$ cat config.mk
export PLATFORM = sky130hd
export DESIGN_NAME = loop_instrument
export DESIGN_NICKNAME = d
export VERILOG_FILES = /design/src/loop_pkg.sv /design/src/loop_instrument.sv /design/src/frame_fifo.sv
export SDC_FILE = /design/constraint.sdc
export NUM_CORES = 1
export LEC_CHECK = 0
export BUFFER_PORTS_ARGS = -buffer_cell sky130_fd_sc_hd__buf_2
export CORE_AREA = 3 3 139 174
export DETAILED_ROUTE_END_ITERATION = 10
export DIE_AREA = 0 0 142 177
export GPL_ROUTABILITY_DRIVEN = 1
export GPL_TIMING_DRIVEN = 0
export PLACE_DENSITY = 0.53
export SYNTH_ARGS = -nofsm -noshare
export SYNTH_HDL_FRONTEND = slang
export SYNTH_HIERARCHICAL = 1
export SYNTH_SLANG_ARGS = --single-unit
$ cat constraint.sdc
create_clock -name clock -period 4.1 [get_ports clock]
set_input_delay 0.615 -clock clock [delete_from_list [all_inputs] [get_ports clock]]
set_output_delay 0.615 -clock clock [all_outputs]
set_load 0.02 [all_outputs]
$ cat src/loop_pkg.sv
// constants, types and frame layout for the serial loop instrument interface
//
// Contract
// - every message is one eleven-bit frame
// - three class bits, eight message bits
// - originator compares returned frame, flags mismatch
// - one own frame in transit at once
// - frames not for us retransmitted unchanged
// - handshake as receiver and as driver
// - talk only after addressed, no talk-only
// - ignore data until addressed to listen
// - take auto-address, no extended or multiple
// - never act as loop controller
// - talker sends status, ids; unaddressed by listen
// - listener unaddressed when addressed to talk
// - universal and selected clear restore state
// - trigger command starts triggered action
// - remote, local, lockout are no-ops
// - basic and asynchronous service request; only basic here: srq flag on passing data and in the status byte
// - no parallel poll response
// - no manual service request, no device commands
// - power-down mode commanded over loop
package loop_pkg;

    // frame geometry
    localparam int FRAME_W    = 11;
    localparam int CLS_W      = 3;
    localparam int MSG_W      = 8;
    localparam int ADDR_W     = 5;
    localparam int FIFO_DEPTH = 8;

    // frame classes
    localparam logic [2:0] CLS_DATA = 3'h0;
    localparam logic [2:0] CLS_SRQ  = 3'h1;  // service request bit
    localparam logic [2:0] CLS_CMD  = 3'h4;
    localparam logic [2:0] CLS_RDY  = 3'h5;

    // command class messages
    localparam logic [2:0] GRP_LAD  = 3'h1;  // msg[7:5] of listen addr
    localparam logic [2:0] GRP_TAD  = 3'h2;  // msg[7:5] of talk addr
    localparam logic [4:0] ADDR_ALL = 5'h1f; // un-address code
    localparam logic [7:0] MSG_UNL  = 8'h3f;
    localparam logic [7:0] MSG_UNT  = 8'h5f;
    localparam logic [7:0] MSG_DCL  = 8'h14;
    localparam logic [7:0] MSG_SDC  = 8'h04;
    localparam logic [7:0] MSG_GET  = 8'h08;
    localparam logic [7:0] MSG_IFC  = 8'h90;
    localparam logic [7:0] MSG_LPD  = 8'h9b;

    // ready class messages
    localparam logic [2:0] GRP_AAD  = 3'h4;  // msg[7:5] of auto address
    localparam logic [7:0] MSG_EOT  = 8'h40;
    localparam logic [7:0] MSG_SDA  = 8'h60;
    localparam logic [7:0] MSG_SST  = 8'h61;
    localparam logic [7:0] MSG_SDI  = 8'h62;
    localparam logic [7:0] MSG_SAI  = 8'h63;

    // reset values
    localparam logic [4:0] ADDR_RST = 5'h00;

    // one loop frame
    typedef struct packed {
        logic [2:0] cls;
        logic [7:0] msg;
    } frame_t;

    localparam frame_t EOT_FRAME = '{cls: CLS_RDY, msg: MSG_EOT};

    // addressed role of the device
    typedef enum logic [1:0] {
        ROLE_NONE   = 2'b00,
        ROLE_TALK   = 2'b01,
        ROLE_LISTEN = 2'b10
    } role_t;

    // what the talker is sending
    typedef enum logic [1:0] {
        SRC_DATA   = 2'b00,
        SRC_DEVID  = 2'b01,
        SRC_STATUS = 2'b10,
        SRC_ACC    = 2'b11
    } src_t;

    // loop engine states
    typedef enum logic [2:0] {
        ST_IDLE  = 3'b000,
        ST_FWD   = 3'b001,
        ST_SEND  = 3'b010,
        ST_WAIT  = 3'b011,
        ST_FETCH = 3'b100
    } state_t;

endpackage : loop_pkg

$ cat src/loop_instrument.sv
// loop interface engine of the instrument: forward, address, talk, listen
`timescale 1ns/100ps
module loop_instrument
    import loop_pkg::*;
#(
    parameter int         DEPTH  = FIFO_DEPTH,
    parameter logic [7:0] ACC_ID = 8'h00    // arbitrary accessory code
) (
    // clock and control
    input  wire logic         clock,
    input  wire logic         rst,
    input  wire logic         ce,
    // upstream receiver side
    input  wire logic         rx_valid,
    output logic              rx_ready,
    input  wire frame_t       rx_frame,
    // downstream driver side
    output logic              tx_valid,
    input  wire logic         tx_ready,
    output frame_t            tx_frame,
    // talker source from instrument
    input  wire logic         talk_valid,
    input  wire logic [7:0]   talk_data,
    input  wire logic         talk_last,
    output logic              talk_ack,
    output src_t              talk_src,
    // status and service request
    input  wire logic [7:0]   status_in,
    input  wire logic         srq_req,
    // listener data to instrument
    output logic              listen_valid,
    output logic [7:0]        listen_data,
    // device state and events
    output role_t             role,
    output logic [4:0]        addr,
    output logic              addr_ok,
    output logic              clear,
    output logic              trigger,
    output logic              power_down,
    output logic              err
);

    // buffered upstream frames
    frame_t   f_frame;              // head of the receive buffer
    logic     f_valid;              // buffer holds a frame
    logic     f_pop;                // engine takes the head frame

    // registered state
    state_t   state_q;              // loop engine state
    src_t     src_q;                // current talker source
    role_t    role_q;               // addressed role
    frame_t   tx_frame_q;           // frame on the driver, kept for compare
    logic     tx_valid_q;           // driver offer
    logic     last_q;               // last stream word sent
    logic [4:0] addr_q;             // assigned loop address
    logic     addr_ok_q;            // an address has been assigned
    logic     talk_ack_q;           // talker word taken
    logic     err_q;                // returned frame differed
    logic     clear_q;              // clear event
    logic     trigger_q;            // trigger event
    logic     pd_q;                 // powered down
    logic     lsn_valid_q;          // listener word ready
    logic [7:0] lsn_data_q;         // listener word

    frame_fifo #(
        .WIDTH (FRAME_W),
        .DEPTH (DEPTH)
    ) u_rx_fifo (
        .clock     (clock),
        .rst       (rst),
        .ce        (ce),
        .in_valid  (rx_valid),
        .in_ready  (rx_ready),
        .in_data   (rx_frame),
        .out_valid (f_valid),
        .out_ready (f_pop),
        .out_data  (f_frame)
    );

    wire        is_cmd  = (f_frame.cls == CLS_CMD);
    wire        is_rdy  = (f_frame.cls == CLS_RDY);
    wire        is_data = (f_frame.cls[2:1] == CLS_DATA[2:1]);
    wire [4:0]  f_addr  = f_frame.msg[4:0];
    wire [2:0]  f_grp   = f_frame.msg[7:5];
    wire        mine    = addr_ok_q && (f_addr == addr_q);
    wire        talker  = (role_q == ROLE_TALK);
    wire        lsnr    = (role_q == ROLE_LISTEN);

    // addressing commands
    wire lad = is_cmd && (f_grp == GRP_LAD) && (f_addr != ADDR_ALL);
    wire tad = is_cmd && (f_grp == GRP_TAD) && (f_addr != ADDR_ALL);
    wire unl = is_cmd && (f_frame.msg == MSG_UNL);
    wire unt = is_cmd && (f_frame.msg == MSG_UNT);
    wire ifc = is_cmd && (f_frame.msg == MSG_IFC);
    // universal and selected clear, trigger, power down
    wire dcl = is_cmd && (f_frame.msg == MSG_DCL);
    wire sdc = is_cmd && (f_frame.msg == MSG_SDC);
    wire get = is_cmd && (f_frame.msg == MSG_GET);
    wire lpd = is_cmd && (f_frame.msg == MSG_LPD);
    // auto address, the all-ones code is passed on untouched
    wire aad = is_rdy && (f_grp == GRP_AAD) && (f_addr != ADDR_ALL);
    // talker prompts
    wire sda = is_rdy && (f_frame.msg == MSG_SDA);
    wire sst = is_rdy && (f_frame.msg == MSG_SST);
    wire sdi = is_rdy && (f_frame.msg == MSG_SDI);
    wire sai = is_rdy && (f_frame.msg == MSG_SAI);

    // sending starts only from a prompt while talker
    wire start_src = talker && (sda || sst || sdi || sai);
    wire take      = f_pop && (state_q == ST_IDLE);
    wire ret       = f_pop && (state_q == ST_WAIT);

    // the buffer is read only when nothing of ours is on the driver
    assign f_pop = ce && f_valid
                   && ((state_q == ST_IDLE) || (state_q == ST_WAIT));

    // forwarded frame: next address up, srq flag on passing data
    wire [7:0] fwd_msg = aad ? f_frame.msg + 8'h01 : f_frame.msg;
    wire [2:0] fwd_cls = (is_data && srq_req) ? (f_frame.cls | CLS_SRQ)
                                              : f_frame.cls;
    // everything else goes on bit for bit
    wire frame_t fwd_frame = '{cls: fwd_cls, msg: fwd_msg};

    // status byte carries the request bit
    wire frame_t status_frame = '{cls: CLS_DATA,
        msg: {status_in[7], srq_req, status_in[5:0]}};
    wire frame_t acc_frame    = '{cls: CLS_DATA, msg: ACC_ID};
    wire frame_t talk_frame   = '{cls: CLS_DATA, msg: talk_data};
    wire single = (src_q == SRC_STATUS) || (src_q == SRC_ACC);

    // loop engine: forward, send own frame, wait for its return
    always_ff @(posedge clock) begin
        if (rst) begin
            state_q    <= ST_IDLE;
            src_q      <= SRC_DATA;
            tx_frame_q <= '0;
            tx_valid_q <= 1'b0;
            last_q     <= 1'b0;
            talk_ack_q <= 1'b0;
            err_q      <= 1'b0;
        end else if (ce) begin
            talk_ack_q <= 1'b0;
            err_q      <= 1'b0;
            case (state_q)
                // take a frame from upstream
                ST_IDLE: begin
                    if (take && start_src) begin
                        // status, ids or data on request
                        src_q  <= sst ? SRC_STATUS : sai ? SRC_ACC :
                                  sdi ? SRC_DEVID : SRC_DATA;
                        last_q <= 1'b0;
                        if (sst || sai) begin
                            tx_frame_q <= sst ? status_frame : acc_frame;
                            tx_valid_q <= 1'b1;
                            state_q    <= ST_SEND;
                        end else begin
                            state_q <= ST_FETCH;
                        end
                    end else if (take) begin
                        tx_frame_q <= fwd_frame;
                        tx_valid_q <= 1'b1;
                        state_q    <= ST_FWD;
                    end
                end
                // forwarded frame waits for downstream acceptance
                ST_FWD: begin
                    if (tx_ready) begin
                        tx_valid_q <= 1'b0;
                        state_q    <= ST_IDLE;
                    end
                end
                // own frame waits for downstream acceptance
                ST_SEND: begin
                    if (tx_ready) begin
                        tx_valid_q <= 1'b0;
                        state_q    <= ST_WAIT;
                    end
                end
                // returned frame must match what was sent
                ST_WAIT: begin
                    if (ret) begin
                        err_q <= (f_frame != tx_frame_q);
                        if (tx_frame_q == EOT_FRAME) begin
                            state_q <= ST_IDLE;
                        end else if (single || last_q) begin
                            tx_frame_q <= EOT_FRAME;
                            tx_valid_q <= 1'b1;
                            state_q    <= ST_SEND;
                        end else begin
                            state_q <= ST_FETCH;
                        end
                    end
                end
                // next word from the instrument's talker stream
                ST_FETCH: begin
                    if (talk_valid) begin
                        tx_frame_q <= talk_frame;
                        tx_valid_q <= 1'b1;
                        last_q     <= talk_last;
                        talk_ack_q <= 1'b1;
                        state_q    <= ST_SEND;
                    end
                end
                default: begin
                    tx_valid_q <= 1'b0;
                    state_q    <= ST_IDLE;
                end
            endcase
        end
    end

    // role changes only on addressing and interface clear
    always_ff @(posedge clock) begin
        if (rst) begin
            role_q <= ROLE_NONE;
        end else if (ce && take) begin
            if (ifc) begin
                role_q <= ROLE_NONE;
            end else if (lad && mine) begin
                role_q <= ROLE_LISTEN;
            end else if (tad && mine) begin
                role_q <= ROLE_TALK;
            end else if ((unl && lsnr) || ((unt || tad) && talker)) begin
                role_q <= ROLE_NONE;
            end
        end
    end

    // single address from the auto-address frame
    always_ff @(posedge clock) begin
        if (rst) begin
            addr_q    <= ADDR_RST;
            addr_ok_q <= 1'b0;
        end else if (ce && take && aad) begin
            addr_q    <= f_addr;
            addr_ok_q <= 1'b1;
        end
    end

    always_ff @(posedge clock) begin
        if (rst) begin
            clear_q     <= 1'b0;
            trigger_q   <= 1'b0;
            pd_q        <= 1'b0;
            lsn_valid_q <= 1'b0;
            lsn_data_q  <= 8'h00;
        end else if (ce) begin
            clear_q     <= take && (dcl || (sdc && lsnr));
            trigger_q   <= take && get && lsnr;
            pd_q        <= take ? lpd : pd_q;
            lsn_valid_q <= take && is_data && lsnr;
            lsn_data_q  <= take ? f_frame.msg : lsn_data_q;
        end
    end

    // no controller, manual request or device commands
    assign tx_valid     = tx_valid_q;
    assign tx_frame     = tx_frame_q;
    assign talk_ack     = talk_ack_q;
    assign talk_src     = src_q;
    assign listen_valid = lsn_valid_q;
    assign listen_data  = lsn_data_q;
    assign role         = role_q;
    assign addr         = addr_q;
    assign addr_ok      = addr_ok_q;
    assign clear        = clear_q;
    assign trigger      = trigger_q;
    assign power_down   = pd_q;
    assign err          = err_q;
endmodule : loop_instrument

$ cat src/frame_fifo.sv
// receive buffer between the upstream link and the loop engine
`timescale 1ns/100ps
module frame_fifo #(
    parameter int WIDTH = 11,
    parameter int DEPTH = 8
) (
    // clock and control
    input  wire logic             clock,
    input  wire logic             rst,
    input  wire logic             ce,
    // filling side
    input  wire logic             in_valid,
    output logic                  in_ready,
    input  wire logic [WIDTH-1:0] in_data,
    // draining side
    output logic                  out_valid,
    input  wire logic             out_ready,
    output logic [WIDTH-1:0]      out_data
);
    localparam int AW = (DEPTH > 1) ? $clog2(DEPTH) : 1;

    logic [WIDTH-1:0] mem [DEPTH];      // storage array
    logic [AW-1:0]    wr_ptr_q;         // next write slot
    logic [AW-1:0]    rd_ptr_q;         // next read slot
    logic [AW:0]      count_q;          // words held
    logic [AW:0]      count_d;
    logic             in_ready_q;       // registered not-full

    // transfers on each side
    wire push = ce && in_valid && in_ready_q;
    wire pop  = ce && out_valid && out_ready;
    wire [AW-1:0] wr_next = (wr_ptr_q == AW'(DEPTH - 1)) ? '0
                                                         : wr_ptr_q + 1'b1;
    wire [AW-1:0] rd_next = (rd_ptr_q == AW'(DEPTH - 1)) ? '0
                                                         : rd_ptr_q + 1'b1;

    assign count_d   = count_q + (AW+1)'(push) - (AW+1)'(pop);
    assign out_valid = (count_q != '0);
    assign out_data  = mem[rd_ptr_q];
    assign in_ready  = in_ready_q;

    // data store, no reset needed
    always_ff @(posedge clock) begin
        if (push) begin
            mem[wr_ptr_q] <= in_data;
        end
    end

    // pointers and fill level
    always_ff @(posedge clock) begin
        if (rst) begin
            wr_ptr_q   <= '0;
            rd_ptr_q   <= '0;
            count_q    <= '0;
            in_ready_q <= 1'b0;
        end else if (ce) begin
            wr_ptr_q   <= push ? wr_next : wr_ptr_q;
            rd_ptr_q   <= pop ? rd_next : rd_ptr_q;
            count_q    <= count_d;
            in_ready_q <= (count_d != (AW+1)'(DEPTH));
        end
    end

endmodule : frame_fifo

Word level (Yosys, flattened, before mapping)
Memory sizes are Yosys's and may differ from the RTL's. A register that Yosys moved wholly into a read port is not among the register bits.
Cells that the tools add are included.
Word-level totals
  bits in registers: 51
  latch bits: 0
  RAM bits: 88
  bits in read-only memories: 0
  output and inout bits: 37
  memories kept: 1
Memories
  u_rx_fifo.mem: words 8, bits a word 11, read ports 1, clocked after Yosys merged registers in 1, wr ports 1, line frame_fifo.sv:22  | logic [WIDTH-1:0] mem [DEPTH];
Operators by class
  $add $sub $neg: 5
  multiply operators: 0
  div/mod/pow operators: 0
  order comparisons: 0
  equal/unequal tests: 41
  shift-type cells: 0
  mux-type cells: 50
  bitwise logic cells: 0
  reduce and logical (&&, ||, !) cells: 66
Operators by type and width (number)
  $mux 11: 7
  $eq 8x7->1 const B: 5
  $logic_and 1x1->1: 40
  $mux 3: 13
  $pmux 11 s3: 1
  $eq 3x3->1 const B: 6
  $mux 1: 18
  $eq 8x8->1 const B: 2
  $mux 8: 2
  $reduce_and 8->1: 2
  $pmux 3 s5: 1
  $mux 2: 6
  $eq 11x11->1 const B: 1
  $ne 11x11->1: 1
  $logic_or 1x1->1: 10
  $ne 2x2->1 const B: 5
  $eq 3x2->1 const B: 3
  $add 8x1->8 const B: 1
  $eq 8x3->1 const B: 1
  $eq 8x4->1 const B: 1
  $eq 8x5->1 const B: 1
  $eq 8x6->1 const B: 1
  $reduce_and 2->1: 4
  $reduce_bool 4->1: 2
  other kinds (21): 28

Longest topological paths before layout
  word-level depth: 10
  depth in mapped cells: 16
  depth with buffers taken out: 16

By module
The synthesis kept the hierarchy.
Modules (own cells, without submodules)
  frame_fifo: times used 1, cells each 209, area an instance 4119.0 sq um
  loop_instrument: times used 1, cells each 332, area an instance 2647.5 sq um

Worst setup path before layout
Ideal clock, no wire load.
  kind: flip-flop to flip-flop
  from: register with a tool-made name
  to: register addr_q[2], in the netlist addr[2]
  setup time: 0.128 ns
  arrival time: 3.302 ns
  data required time: 3.972 ns
  setup slack: 0.670 ns
  stages on the path, launching flop included: 13
  buffers on the path: 2
  period minus slack after synthesis: 3.430 ns
  path through: dfxtp_1 -> buf_6 -> mux4_1 -> mux2_2 -> ha_1 -> and3_1 -> ha_1 -> and4bb_2 -> nand3_1 -> or2_2 -> clkbuf_1 -> mux2i_1 -> nor2_1
RTL lines
  end signal, assigned: line loop_instrument.sv:235  | addr_q <= f_addr;
  end, declared: line loop_instrument.sv:55  | logic [4:0] addr_q;

==> flow_summary_export.csv <==
group,metric,value,unit
die,start_util,30.05,%
yosys,syn-num-nets,591,
worst_setup_path,crit_path_max_fanout,10,
place,placed_cells,899,
routing,wire_per_inst,19.46,um
yosys,syn_avg_cell_area,12.51,um^2
global_routing,grt_util_met1,17.33,%
place,place_area,0.007553,mm^2
place,gp_congestion,0.8976,
global_routing,antenna_found_initial,2,
die,io_pins,72,
cts,cts_max_path_buffers,2,
worst_setup_path,worstPathCellList,"buf_6, mux4_1, mux2_2, buf_1, and3_1, ha_1, and4bb_2, nand3_2, or2_2, clkbuf_1, mux2i_1, nor2_1",
yosys,synth-seq-cells,142,
die,die_height,177,um
sta,period_share,93.87,%
routing,route.detailed.drc,0,
cts,clk_pin_slew_worst_paths,60,ps
sta,clock.fmax,259.8,MHz
cts,cts_sinks,142,
place,dp_hpwl,13.15,mm
global_routing,grt_pass1_wl,28.06,mm
finish,final_util,36.20,%
yosys,synth_edf_count,88,
finish,area_growth,20.47,%
global_routing,grt_max_degree,17,
yosys,yosys-top-cells-area,"edfxtp_1 (39%), dfxtp_1 (16%), mux4_1 (8.5%)",
yosys,syn_inst,541,
sta,finalSetupViolCount,0,
sta,period_needed,3849,ps
yosys,synth-main-ff-cell,"edfxtp_1",
global_routing,grt_pass1_vias,5058,
routing,routed_wl,18.12,mm
worst_setup_path,slowest_stage,"mux4_1",
yosys,yosysTopAreaCell,"edfxtp_1",
yosys,ys_types,71,
yosys,ys_seq_area_share,55.03,%
worst_setup_path,crit_type,"reg -> reg",
die,coreArea,0.02252,mm^2
worst_setup_path,worstSetupStartpointType,"flop",
worst_setup_path,critPathRequiredTime,4380,ps
yosys,yosysWarnings,6,
sta,clock-skew-final,15.02,ps
cts,cts_max_level,4,
routing,drtPass1Iterations,5,
yosys,yosysTopAreaCellShare,39.05,%
power_and_ir_drop,peakVddDrop,0.2759,mV
finish,final_cells,931,
finish,drive_gt1_share,24.85,%
global_routing,grt-ovfl-total,0,
routing,num_vias,4812,
finish,layout_commonest_cell,"edfxtp_1",
routing,vias_per_cell,5.169,
power_and_ir_drop,power_density,441.3,mW/mm^2
cts,ctsHoldBuffers,0,
sta,tightest_slew,1245,ps
die,placementRows,61,
die,dieArea,0.02513,mm^2
sta,max-slew-margin-rel,16.47,%
finish,nNetsFinal,685,
worst_setup_path,slowest_delay,580,ps
cts,cts_tree,"built",
run_status,status,"finished, final reports clean",
global_routing,use_met3,3.757,%
yosys,synth_area,0.006766,mm^2
job,drv_cap,0,
worst_setup_path,critPathCaptureType,"flop",
power_and_ir_drop,p_leak,0.002978,uW
yosys,synth-async-reset-ratio,0,%
cts,cts.root.buffer_cell,"clkbuf_16",
global_routing,grt.total_usage,14.55,%
finish,layout_common_cells,"edfxtp_1 (88), buf_2 (77), dfxtp_1 (54)",
place,port_buffers,70,
sta,hold_viol_final,0,
finish,n_antenna_cell,0,
die,die_w,142,um
global_routing,grt_util_met2,25.59,%
finish,final_cell_area,0.008152,mm^2
min_path,hold_path_class,"reg -> reg",
worst_setup_path,arrival,4130,ps
cts,cts_made_buffers,17,
global_routing,grt_busiest_layer,"met2",
routing,drtIter0Drc,381,
cts,clock_latency,420,ps
sta,rsz0062_at_grt,"no",
sta,final_max_slew_viol_count,0,
routing,ant_nets,0,
[cells in the mapped netlist, types with 13 or more instances]
master,count
clkbuf_1,23
edfxtp_1,88
dfxtp_1,54
nor3_1,13
ha_1,14
nor2_1,34
mux2_2,14
xor2_1,14
nand2_1,43
mux4_1,22
o21ai_0,13
inv_1,15
a21oi_1,48
[per-stage QoR]
step | hold slack [ps] | setup TNS, ps | setup slack (ps) | total power [uW]
finish | 460.6 | 0 | 251.3 | 3597
global placement | 448.0 | -979.5 | -141.3 | 2102
floorplan | 460.4 | 0 | 670.4 | 1951
CTS | 454.7 | 0 | 38.24 | 3633
global route | 467.7 | 0 | 45.85 | 3744
detailed placement | 452.8 | -1565 | -212.3 | 2121
[final timing paths]
check	from	endpoint	slack (ps)	cells past startpoint
hold / removal	listen_data[4]	listen_data[4]	460	2
hold reg to reg	listen_data[4]	listen_data[4]	460	2
setup reg to reg	flop	addr[4]	250	12
setup / recovery	flop	addr[4]	250	12
[where the power goes]
part	leakage [uW]	internal [uW]	switching, uW	total [uW]
sequential	0.00123	1560	45.7	1610
clock	0.000283	857	645	1500
combinational	0.00146	183	305	488
total	0.00298	2600	996	3600
[per-layer routing]
metal / wire [um] / up-vias
li1: - / 2268
met1: 7434 / 2393
met2: 9592 / 119
met3: 815 / 28
met4: 257 / 4
met5: 21 / -
[cell type report]
class,count,area (um^2)
clock inverter,15,157.7
inverter,15,56.30
fill,2176,14360
tap,283,354.1
buffer,34,161.4
timing repair buffer,75,406.6
sequential,142,3724
multi-input combinational,350,2867
clock buffer,17,425.4
[what timing repair did]
action | CTS | global route
pin swaps | 0 | 0
gates resized for setup | 3 | 6
hold endpoints to repair | 0 | 0
endpoints found under the setup margin | 15 | 16
buffers inserted | 0 | 0
[worst max-delay path, delay by kind of cell, from the launching register on]
family	cells	cell delay, ps
DFF	1	440
and+or+nand+nor	5	1220
muxes	3	1120
adders and majority gates	1	220
buffers and inverters	3	690
[sequential cells by signal, summed over array words and instances, names as in the netlist, named ones only]
signal and flops:
talk_src 2, last_q 1, u_rx_fifo/in_ready 1, clear 1, listen_data 8, u_rx_fifo/count_q 4, tx_frame 11, power_down 1
u_rx_fifo/mem 88, state_q 3, err 1, u_rx_fifo/wr_ptr_q 3, addr 5, u_rx_fifo/rd_ptr_q 3, listen_valid 1, role 2
talk_ack 1, tx_valid 1, trigger 1, addr_ok 1
[cells by family (layout without fill, tap and decap cells)]
group / after synthesis / after routing / synth area share, %
mux: 44 / 44 / 12.06
buf+inv: 49 / 156 / 3.143
simple gates: 170 / 170 / 14.52
fa+ha+maj: 15 / 15 / 2.885
compound gates: 99 / 99 / 9.524
flops: 142 / 142 / 55.03
xor+xnor: 22 / 22 / 2.848
(Power assumes the default switching activity.)
